$ cat src/core/brc_map.vh
// constants for the burst level select, active burst and auto-restart controller
`ifndef BRC_MAP_VH
`define BRC_MAP_VH
`define BRC_CLK_MHZ 125
`define BRC_DET_WIN_US 1000
`define BRC_BLANK_US 20000
`define BRC_ADDR_W 12
`define BRC_CTRL_OFS 12'h000
`define BRC_STAT_OFS 12'h004
`define BRC_CNT_OFS 12'h008
`define BRC_CTRL_RST 1'b1
`define BRC_RESP_OK 2'b00
`define BRC_RESP_ERR 2'b10
`define BRC_LVL_160 2'h0
`define BRC_LVL_142 2'h1
`define BRC_LVL_127 2'h2
`define BRC_LVL_NONE 2'h3
`define BRC_CNT_LVL1 8'h04
`define BRC_CNT_LVL2 8'h18
`define BRC_CNT_LVL3 8'h78
`define BRC_MODE_NONE 2'h0
`define BRC_MODE_NORM 2'h1
`define BRC_MODE_ODD 2'h2
`define BRC_MODE_NSW 2'h3
`endif

$ cat src/core/brc_core.v
// burst level select, active burst and auto-restart sequencing with axi4-lite registers
`timescale 1ns/1ps
`include "brc_map.vh"

module brc_core
#(
   parameter CNT_W = 22,
   parameter DET_CYC = `BRC_DET_WIN_US * `BRC_CLK_MHZ,
   parameter BLANK_CYC = `BRC_BLANK_US * `BRC_CLK_MHZ,
   parameter [7:0] CNT_LVL1 = `BRC_CNT_LVL1,
   parameter [7:0] CNT_LVL2 = `BRC_CNT_LVL2,
   parameter [7:0] CNT_LVL3 = `BRC_CNT_LVL3
)
(
   // clock and reset
   input wire MCLK,
   input wire RST_N,
   // feedback pin comparators
   input wire FB_ABOVE_4V5,
   input wire FB_BELOW_0V5,
   input wire FB_BELOW_ENTRY,
   input wire FB_ABOVE_3V5,
   input wire FB_BELOW_3V2,
   input wire FB_ABOVE_4V0,
   // supply and fault detectors
   input wire UVLO_ON,
   input wire VCC_OVP1,
   input wire VCC_OVP2,
   input wire OVER_TEMP,
   input wire EXT_PROT,
   input wire BROWNOUT,
   // analog and gate controls
   output reg DETECT_DISCHARGE_SWITCH,
   output reg [1:0] ENTRY_SEL,
   output reg BURST_CS_SEL,
   output reg BIAS_EN,
   output reg GATE_EN,
   output reg AR_ACTIVE,
   // axi4-lite write
   input wire [`BRC_ADDR_W-1:0] S_AXI_AWADDR,
   input wire S_AXI_AWVALID,
   output reg S_AXI_AWREADY,
   input wire [31:0] S_AXI_WDATA,
   input wire [3:0] S_AXI_WSTRB,
   input wire S_AXI_WVALID,
   output reg S_AXI_WREADY,
   output reg [1:0] S_AXI_BRESP,
   output reg S_AXI_BVALID,
   input wire S_AXI_BREADY,
   // axi4-lite read
   input wire [`BRC_ADDR_W-1:0] S_AXI_ARADDR,
   input wire S_AXI_ARVALID,
   output reg S_AXI_ARREADY,
   output reg [31:0] S_AXI_RDATA,
   output reg [1:0] S_AXI_RRESP,
   output reg S_AXI_RVALID,
   input wire S_AXI_RREADY
);

////////////////////////////////////////////////////////////////////////////////
localparam NI = 12;
localparam [1:0] S_OFF = 2'h0;
localparam [1:0] S_DET = 2'h1;
localparam [1:0] S_RUN = 2'h2;
localparam [1:0] S_AR = 2'h3;
localparam integer DET_M1 = DET_CYC - 1;
localparam integer BLANK_M1 = BLANK_CYC - 1;
localparam [CNT_W-1:0] DET_LIM = DET_M1[CNT_W-1:0];
localparam [CNT_W-1:0] BLANK_LIM = BLANK_M1[CNT_W-1:0];
localparam [CNT_W-1:0] CNT_ONE = {{(CNT_W-1){1'b0}}, 1'b1};

////////////////////////////////////////////////////////////////////////////////
// pin synchroniser: comparators are asynchronous to MCLK
wire [NI-1:0] pin_raw;
reg [NI-1:0] sync1_q;
reg [NI-1:0] sync2_q;

assign pin_raw = {FB_ABOVE_4V5, FB_BELOW_0V5, FB_BELOW_ENTRY, FB_ABOVE_3V5,
   FB_BELOW_3V2, FB_ABOVE_4V0, UVLO_ON, VCC_OVP1,
   VCC_OVP2, OVER_TEMP, EXT_PROT, BROWNOUT};

always @(posedge MCLK or negedge RST_N)
begin
   if (!RST_N)
   begin
      sync1_q <= {NI{1'b0}};
      sync2_q <= {NI{1'b0}};
   end
   else
   begin
      sync1_q <= pin_raw;
      sync2_q <= sync1_q;
   end
end

wire fb45 = sync2_q[11];
wire fb05 = sync2_q[10];
wire fb_entry = sync2_q[9];
wire fb35 = sync2_q[8];
wire fb32 = sync2_q[7];
wire fb40 = sync2_q[6];
wire uvlo = sync2_q[5];
wire ovp1 = sync2_q[4];
wire ovp2 = sync2_q[3];
wire otp = sync2_q[2];
wire ext_prot = sync2_q[1];
wire brown = sync2_q[0];

////////////////////////////////////////////////////////////////////////////////
// control state
reg [1:0] st_q;
reg [1:0] st_d;
reg done_q;
reg done_d;
reg [1:0] lvl_q;
reg [1:0] lvl_d;
reg detect_phase_flag_q;
reg detect_phase_flag_d;
reg [7:0] dcnt_q;
reg [7:0] dcnt_d;
reg [CNT_W-1:0] tmr_q;
reg [CNT_W-1:0] tmr_d;
reg [CNT_W-1:0] bcnt_q;
reg [CNT_W-1:0] bcnt_d;
reg [CNT_W-1:0] ocnt_q;
reg [CNT_W-1:0] ocnt_d;
reg burst_q;
reg burst_d;
reg bias_q;
reg bias_d;
reg [1:0] mode_q;
reg [1:0] mode_d;
reg par_q;
reg par_d;
reg uvlo_prev_q;
reg burst_allow_q;
reg ar_go;
wire uvlo_rise = uvlo & ~uvlo_prev_q;
wire nsw_fault = otp | ext_prot;
wire odd_fault = ovp2 | (ovp1 & fb45) | (ocnt_q == BLANK_LIM);

always @*
begin
   st_d = st_q;
   done_d = done_q;
   lvl_d = lvl_q;
   detect_phase_flag_d = detect_phase_flag_q;
   dcnt_d = dcnt_q;
   tmr_d = tmr_q;
   bcnt_d = bcnt_q;
   burst_d = burst_q;
   bias_d = bias_q;
   mode_d = mode_q;
   par_d = par_q;
   ar_go = 1'b0;
   ocnt_d = {CNT_W{1'b0}};
   if (st_q == S_RUN && fb45)
      ocnt_d = ocnt_q + CNT_ONE;
   case (st_q)
      S_OFF:
      begin
         if (uvlo)
         begin
            if (done_q)
               st_d = S_RUN;
            else if (!(ext_prot | brown))
            begin
               st_d = S_DET;
               tmr_d = {CNT_W{1'b0}};
               dcnt_d = 8'h00;
               detect_phase_flag_d = 1'b0;
            end
         end
      end
      S_DET:
      begin
         tmr_d = tmr_q + CNT_ONE;
         if (!detect_phase_flag_q && fb45)
         begin
            detect_phase_flag_d = 1'b1;
            if (dcnt_q != 8'hff)
               dcnt_d = dcnt_q + 8'h01;
         end
         else if (detect_phase_flag_q && fb05)
            detect_phase_flag_d = 1'b0;
         if (!uvlo)
         begin
            // supply lost before the window closed: detect again next time
            st_d = S_OFF;
            detect_phase_flag_d = 1'b0;
         end
         else if (tmr_q == DET_LIM)
         begin
            // bigger capacitor charges slower, so fewer cycles fit the window
            if (dcnt_q < CNT_LVL1)
               lvl_d = `BRC_LVL_160;
            else if (dcnt_q < CNT_LVL2)
               lvl_d = `BRC_LVL_142;
            else if (dcnt_q < CNT_LVL3)
               lvl_d = `BRC_LVL_127;
            else
               lvl_d = `BRC_LVL_NONE;
            done_d = 1'b1;
            detect_phase_flag_d = 1'b0;
            st_d = S_RUN;
         end
      end
      S_RUN:
      begin
         if (!burst_q)
         begin
            bias_d = 1'b1;
            if (fb_entry && lvl_q != `BRC_LVL_NONE && burst_allow_q)
            begin
               bcnt_d = bcnt_q + CNT_ONE;
               if (bcnt_q == BLANK_LIM)
               begin
                  burst_d = 1'b1;
                  bias_d = 1'b0;
                  bcnt_d = {CNT_W{1'b0}};
               end
            end
            else
               bcnt_d = {CNT_W{1'b0}};
         end
         else if (fb40)
         begin
            burst_d = 1'b0;
            bias_d = 1'b1;
            bcnt_d = {CNT_W{1'b0}};
         end
         else if (fb35)
            bias_d = 1'b1;
         else if (fb32)
            bias_d = 1'b0;
         if (nsw_fault)
         begin
            mode_d = `BRC_MODE_NSW;
            ar_go = 1'b1;
         end
         else if (odd_fault)
         begin
            mode_d = `BRC_MODE_ODD;
            ar_go = 1'b1;
         end
         else if (!uvlo)
         begin
            mode_d = `BRC_MODE_NORM;
            ar_go = 1'b1;
         end
         if (ar_go)
         begin
            st_d = S_AR;
            par_d = 1'b0;
            burst_d = 1'b0;
            bcnt_d = {CNT_W{1'b0}};
            bias_d = 1'b1;
         end
      end
      S_AR:
      begin
         if (uvlo_rise)
         begin
            par_d = ~par_q;
            if (mode_q == `BRC_MODE_NORM)
               st_d = S_RUN;
            else if (par_q)
            begin
               // the cycle now starting is even
               if (mode_q == `BRC_MODE_ODD)
                  st_d = S_RUN;
               else if (!nsw_fault)
                  st_d = S_RUN;
            end
         end
      end
      default:
         st_d = S_OFF;
   endcase
end

always @(posedge MCLK or negedge RST_N)
begin
   if (!RST_N)
   begin
      st_q <= S_OFF;
      done_q <= 1'b0;
      lvl_q <= `BRC_LVL_NONE;
      detect_phase_flag_q <= 1'b0;
      dcnt_q <= 8'h00;
      tmr_q <= {CNT_W{1'b0}};
      bcnt_q <= {CNT_W{1'b0}};
      ocnt_q <= {CNT_W{1'b0}};
      burst_q <= 1'b0;
      bias_q <= 1'b1;
      mode_q <= `BRC_MODE_NONE;
      par_q <= 1'b0;
      uvlo_prev_q <= 1'b0;
   end
   else
   begin
      st_q <= st_d;
      done_q <= done_d;
      lvl_q <= lvl_d;
      detect_phase_flag_q <= detect_phase_flag_d;
      dcnt_q <= dcnt_d;
      tmr_q <= tmr_d;
      bcnt_q <= bcnt_d;
      ocnt_q <= ocnt_d;
      burst_q <= burst_d;
      bias_q <= bias_d;
      mode_q <= mode_d;
      par_q <= par_d;
      uvlo_prev_q <= uvlo;
   end
end

////////////////////////////////////////////////////////////////////////////////
// outputs, one cycle behind the state; the comparators are far slower anyway
always @(posedge MCLK or negedge RST_N)
begin
   if (!RST_N)
   begin
      DETECT_DISCHARGE_SWITCH <= 1'b0;
      ENTRY_SEL <= `BRC_LVL_NONE;
      BURST_CS_SEL <= 1'b0;
      BIAS_EN <= 1'b0;
      GATE_EN <= 1'b0;
      AR_ACTIVE <= 1'b0;
   end
   else
   begin
      DETECT_DISCHARGE_SWITCH <= detect_phase_flag_q;
      ENTRY_SEL <= lvl_q;
      BURST_CS_SEL <= burst_q;
      BIAS_EN <= bias_q & (st_q == S_RUN);
      GATE_EN <= bias_q & (st_q == S_RUN);
      AR_ACTIVE <= (st_q == S_AR);
   end
end

////////////////////////////////////////////////////////////////////////////////
// axi4-lite slave; address and data taken in either order
reg aw_got_q;
reg w_got_q;
reg [`BRC_ADDR_W-1:0] awaddr_q;
reg [31:0] wdata_q;
reg [3:0] wstrb_q;
reg [31:0] rd_mux;
reg rd_hit;
wire wr_go = aw_got_q & w_got_q & ~S_AXI_BVALID;
wire [`BRC_ADDR_W-1:0] wa = {awaddr_q[`BRC_ADDR_W-1:2], 2'b00};
wire [`BRC_ADDR_W-1:0] ra = {S_AXI_ARADDR[`BRC_ADDR_W-1:2], 2'b00};
wire wr_hit = (wa == `BRC_CTRL_OFS) | (wa == `BRC_STAT_OFS) | (wa == `BRC_CNT_OFS);

always @*
begin
   rd_hit = 1'b1;
   case (ra)
      `BRC_CTRL_OFS:
         rd_mux = {31'h0, burst_allow_q};
      `BRC_STAT_OFS:
         rd_mux = {22'h0, st_q, par_q, mode_q, bias_q, burst_q, done_q, lvl_q};
      `BRC_CNT_OFS:
         rd_mux = {24'h0, dcnt_q};
      default:
      begin
         rd_mux = 32'h0;
         rd_hit = 1'b0;
      end
   endcase
end

always @(posedge MCLK or negedge RST_N)
begin
   if (!RST_N)
   begin
      S_AXI_AWREADY <= 1'b0;
      S_AXI_WREADY <= 1'b0;
      S_AXI_BVALID <= 1'b0;
      S_AXI_BRESP <= `BRC_RESP_OK;
      aw_got_q <= 1'b0;
      w_got_q <= 1'b0;
      awaddr_q <= {`BRC_ADDR_W{1'b0}};
      wdata_q <= 32'h0;
      wstrb_q <= 4'h0;
      burst_allow_q <= `BRC_CTRL_RST;
   end
   else
   begin
      if (S_AXI_AWVALID && S_AXI_AWREADY)
      begin
         S_AXI_AWREADY <= 1'b0;
         aw_got_q <= 1'b1;
         awaddr_q <= S_AXI_AWADDR;
      end
      else if (!aw_got_q)
         S_AXI_AWREADY <= 1'b1;
      if (S_AXI_WVALID && S_AXI_WREADY)
      begin
         S_AXI_WREADY <= 1'b0;
         w_got_q <= 1'b1;
         wdata_q <= S_AXI_WDATA;
         wstrb_q <= S_AXI_WSTRB;
      end
      else if (!w_got_q)
         S_AXI_WREADY <= 1'b1;
      if (wr_go)
      begin
         aw_got_q <= 1'b0;
         w_got_q <= 1'b0;
         S_AXI_BVALID <= 1'b1;
         S_AXI_BRESP <= wr_hit ? `BRC_RESP_OK : `BRC_RESP_ERR;
         // status and count words ignore writes
         if (wa == `BRC_CTRL_OFS && wstrb_q[0])
            burst_allow_q <= wdata_q[0];
      end
      else if (S_AXI_BVALID && S_AXI_BREADY)
         S_AXI_BVALID <= 1'b0;
   end
end

always @(posedge MCLK or negedge RST_N)
begin
   if (!RST_N)
   begin
      S_AXI_ARREADY <= 1'b0;
      S_AXI_RVALID <= 1'b0;
      S_AXI_RDATA <= 32'h0;
      S_AXI_RRESP <= `BRC_RESP_OK;
   end
   else if (S_AXI_ARVALID && S_AXI_ARREADY)
   begin
      S_AXI_ARREADY <= 1'b0;
      S_AXI_RVALID <= 1'b1;
      S_AXI_RDATA <= rd_mux;
      S_AXI_RRESP <= rd_hit ? `BRC_RESP_OK : `BRC_RESP_ERR;
   end
   else if (S_AXI_RVALID)
   begin
      if (S_AXI_RREADY)
         S_AXI_RVALID <= 1'b0;
   end
   else
      S_AXI_ARREADY <= 1'b1;
end

endmodule

$ cat config.mk
export PLATFORM = sky130hd
export DESIGN_NAME = brc_core
export DESIGN_NICKNAME = d
export VERILOG_FILES = /design/src/core/brc_core.v
export VERILOG_INCLUDE_DIRS = /design/src /design/src/core
export SDC_FILE = /design/constraint.sdc
export NUM_CORES = 1
export LEC_CHECK = 0
export BUFFER_PORTS_ARGS = -buffer_cell sky130_fd_sc_hd__buf_2
export CAP_MARGIN = 0
export CORE_MARGIN = 2
export CORE_UTILIZATION = 58
export CTS_BUF_LIST = sky130_fd_sc_hd__clkbuf_8
export CTS_CLUSTER_DIAMETER = 120
export DETAILED_ROUTE_END_ITERATION = 7
export HOLD_SLACK_MARGIN = 0.12
export PLACE_DENSITY_LB_ADDON = 0.2
export SLEW_MARGIN = 20
export SYNTH_ARGS = -nofsm -noshare
export SYNTH_HDL_FRONTEND = slang
export SYNTH_SLANG_ARGS = --single-unit
$ cat constraint.sdc
create_clock -name MCLK -period 2.5 [get_ports MCLK]
set_clock_uncertainty 0.05 [all_clocks]
set_input_delay 0.125 -clock MCLK [delete_from_list [all_inputs] [get_ports MCLK]]
set_output_delay 0.125 -clock MCLK [all_outputs]
set_load 0.05 [all_outputs]
==> summary.txt <==
Setup path
  • Crit. End Element: flop
  • Register-to-Register Setup Slack: 0.1 ns
  • Worst r2r dst: bcnt_q[8]
  • Worst Reg2Reg Path Length in Cells: 8
  • Largest fanout on the critical path: 6
  • CP startpoint kind: flop
  • RR Startpoint: ocnt_q[9]
  • WP data required: 2.77 ns
  • Critical path arrival: 2.67 ns
  • Kind of critical path: flop to flop

Clocking
  • CTS buffer count: 17
  • Clk Latency, worst-skew pair: approximately 0.46 ns
  • CTS root buf: clkbuf_8
  • CTS tree: done
  • Clock buffer depth: 2
  • CTS HTree Levels: 4
  • Reg clk slew, reported paths: 0.08 ns
  • Num Clock Sinks: 148
  • Postcts setup bufs: 0

Place
  • # port buffers: 64
  • Final HPWL DP: 9785 um
  • Routability cong.: 0.8783

Logic synthesis
  • Main flop type after synthesis: dfrtp_1
  • Most frequent cell after synthesis: dfrtp_1
  • Top cells by count, synth: 142 x dfrtp_1, 74 x nand2_1, 69 x nor2_1, 38 x o21ai_0, 30 x nand3_1
  • Post-synth top area share: 51.78%
  • Area contributors post-synth: dfrtp_1 52%, nand2_1 4.0%, nor2_1 3.8%, xor2_1 3.1%, buf_4 2.8%
  • FF+latch count, synth: 148
  • Netlist cell types: 62
  • Async set-reset flop share out of synthesis: 100.0%
  • Mux cell area share after synthesis: 3.373%
  • Synth Area in XOR/XNOR: 4.977%
  • Seq/Total Area, Yosys: 54.07%
  • Largest family of logic cells by synthesized area: simple AND/OR/NAND/NOR gates
  • EDFF count, synth: 0
  • Compound-Gate Fraction of Synth Area: 10.88%
  • Cells after Synth: between 600 and 700
  • Post-Syn Area: 6863 um^2
  • Post-Synth Simple-Gate Area: 20.82%
  • Syn avg cell area: 10.20 um^2
  • Adder-Cell Fraction of Synth Area: 0.7293%
  • Warnings, synthesis: 0
  • Synth area leader: dfrtp_1

Drt
  • Routed vias/inst: ~5.7
  • Drt wl/cell: 15.60 um
  • First-pass iteration count of the detailed router: 5
  • DR iter-0 viols: 359
  • Routed Wire Length: 14640 um
  • Routed Antenna Nets: 0
  • DRC errors left: 0
  • Routed vias: 5380

Finish
  • Area delta synth->final: 17.47%
  • Footprint of the multi-input gates: 2903 um^2
  • Seq. cell area: between 3000 and 4000 um^2
  • Final nets: 866
  • Number of diodes: 0
  • Share of layout cells above drive strength 1: 19.22%
  • Fillers: 844

Power
  • Worst ir drop on vdd: around 0.79 mV
  • LEAKAGE: about 3.6 nW
  • Final Total Pwr: 5.353 mW
  • Total power density per cell area: ~660 nW/um^2

STA
  • Final Hold Fails: 0
  • Period Utilization, post-route: a little over nine tenths
  • Min Tclk post-route: about 2.4 ns
  • Fmax: 0.4166 GHz
  • Slew Limit Fails: 0
  • Worst-margin pin slew: approximately 0.72 ns
  • Hold Slack: 0.1746 ns
  • Rel. slew slack: 52.03%
  • Setup Viol. Count Final: 0
  • RSZ-0062 raised after global routing: no
  • Setup TNS: 0 ns

Global route
  • Total GRT Usage: 24.41%
  • Largest net degree at the start of global routing: 79
  • Initial antenna violation count: 0
  • First-pass GRT wire length: 24910 um
  • Total gr overflow: 0
  • Vias in the first global route: 5411

Worst hold path
  • Hold crit path type: input port to flop
  • Worst Hold End: S_AXI_RDATA[0]
  • Worst Hold Launch: S_AXI_ARADDR[6]
  • Hold-critical path depth: 6

Floorplanning
  • Die Height: 112.8 um
  • Die Footprint: 12720 um^2
  • Num rows: 39
  • Die extent in x: 112.8 um
  • Core ar.: 11470 um^2
  • Starting density of the core: 59.85%
  • I/O Pins: 127

Job
  • Maxcap violations: 0

Run status
  • Status: finished, final reports clean
-- state kept, by name (all words and copies together) (netlist names), 2 cells and up --
register and flops:
bcnt_q 22, lvl_q 2, awaddr_q 10, dcnt_q 8, mode_q 2, sync2_q 12
tmr_q 22, ENTRY_SEL 2, S_AXI_RDATA 10, ocnt_q 22, sync1_q 12, st_q 2
-- layout by cell type (no fill, tap or decap), types with 18 or more instances in the layout --
cell,Yosys,layout
nand4_1,20,20
nand3_1,30,30
nor2_1,69,69
dfrtp_1,142,142
o21ai_0,38,38
dlygate4sd3_1,0,31
buf_4,26,18
and3_1,21,21
nand2_1,74,74
conb_1,1,24
inv_1,15,18
xor2_1,24,24
buf_2,3,63
-- stage by stage --
step           utilization, %  setup WS, ns  area, um^2  std cells
2_1_floorplan               -        0.4323        6949        696
3_3_place_gp            63.98        0.1422        7337        876
3_5_place_dp            63.98       0.06610        7337        876
4_1_cts                 70.18       0.03720        8048        939
5_1_grt                 70.30       0.01695        8061        939
6_report                70.30       0.09961        8061        939
-- worst max-delay path, stage by stage, from the launching register on --
cell and delay (ns):
dfrtp_1 0.40, or4_1 0.56, nor3_2 0.18, a21o_2 0.22
buf_4 0.15, or2_1 0.19, buf_4 0.18, a2bb2oi_1 0.22
o31ai_1 0.12
-- cell families after synthesis --
kind of cell,after synthesis
compound gates,115
xor+xnor,39
fa+ha+maj,4
buf+inv,62
flops,148
mux,21
other cells,1
simple gates,283
-- final cells by class --
| class | count | share of cell area [%] |
|---|---|---|
| inverters | 15 | 0.6984 |
| multi-input cells | 486 | 36.01 |
| clock inverters | 15 | 2.064 |
| repair buffers | 115 | 10.07 |
| clock buffers | 17 | 2.902 |
| well taps | 143 | 2.219 |
| flip-flops and latches | 148 | 46.03 |
-- worst max-delay path by stage --
stage                from         end  slack [ns]
3_3_place_gp    ocnt_q[0]   bcnt_q[6]        0.14
2_1_floorplan   ocnt_q[0]  bcnt_q[15]        0.43
6_report        ocnt_q[9]   bcnt_q[8]         0.1
3_5_place_dp    ocnt_q[9]   bcnt_q[9]        0.07
4_1_cts         ocnt_q[9]   bcnt_q[8]        0.04
5_1_grt        sync2_q[5]   tmr_q[21]        0.02
-- repair_timing --
| item | 4_1_cts | 5_1_grt |
|---|---|---|
| gates resized for setup | 0 | 3 |
| hold buffers | 31 | 0 |
| hold endpoints to repair | 113 | 0 |
| endpoints found under the setup margin | 0 | 17 |
-- power by group --
part           internal [mW]  switching (mW)
Sequential              2.60           0.162
Clock                  0.977           0.896
Combinational          0.270           0.449
-- metal layers --
| layer | part of all wire [%] | global-route usage [%] |
|---|---|---|
| met5 | 0 | 0 |
| met4 | 2.4 | 10.24 |
| met3 | 4.0 | 5.463 |
| met2 | 51 | 40.44 |
| met1 | 42 | 31.30 |
(Power assumes the default switching activity.)
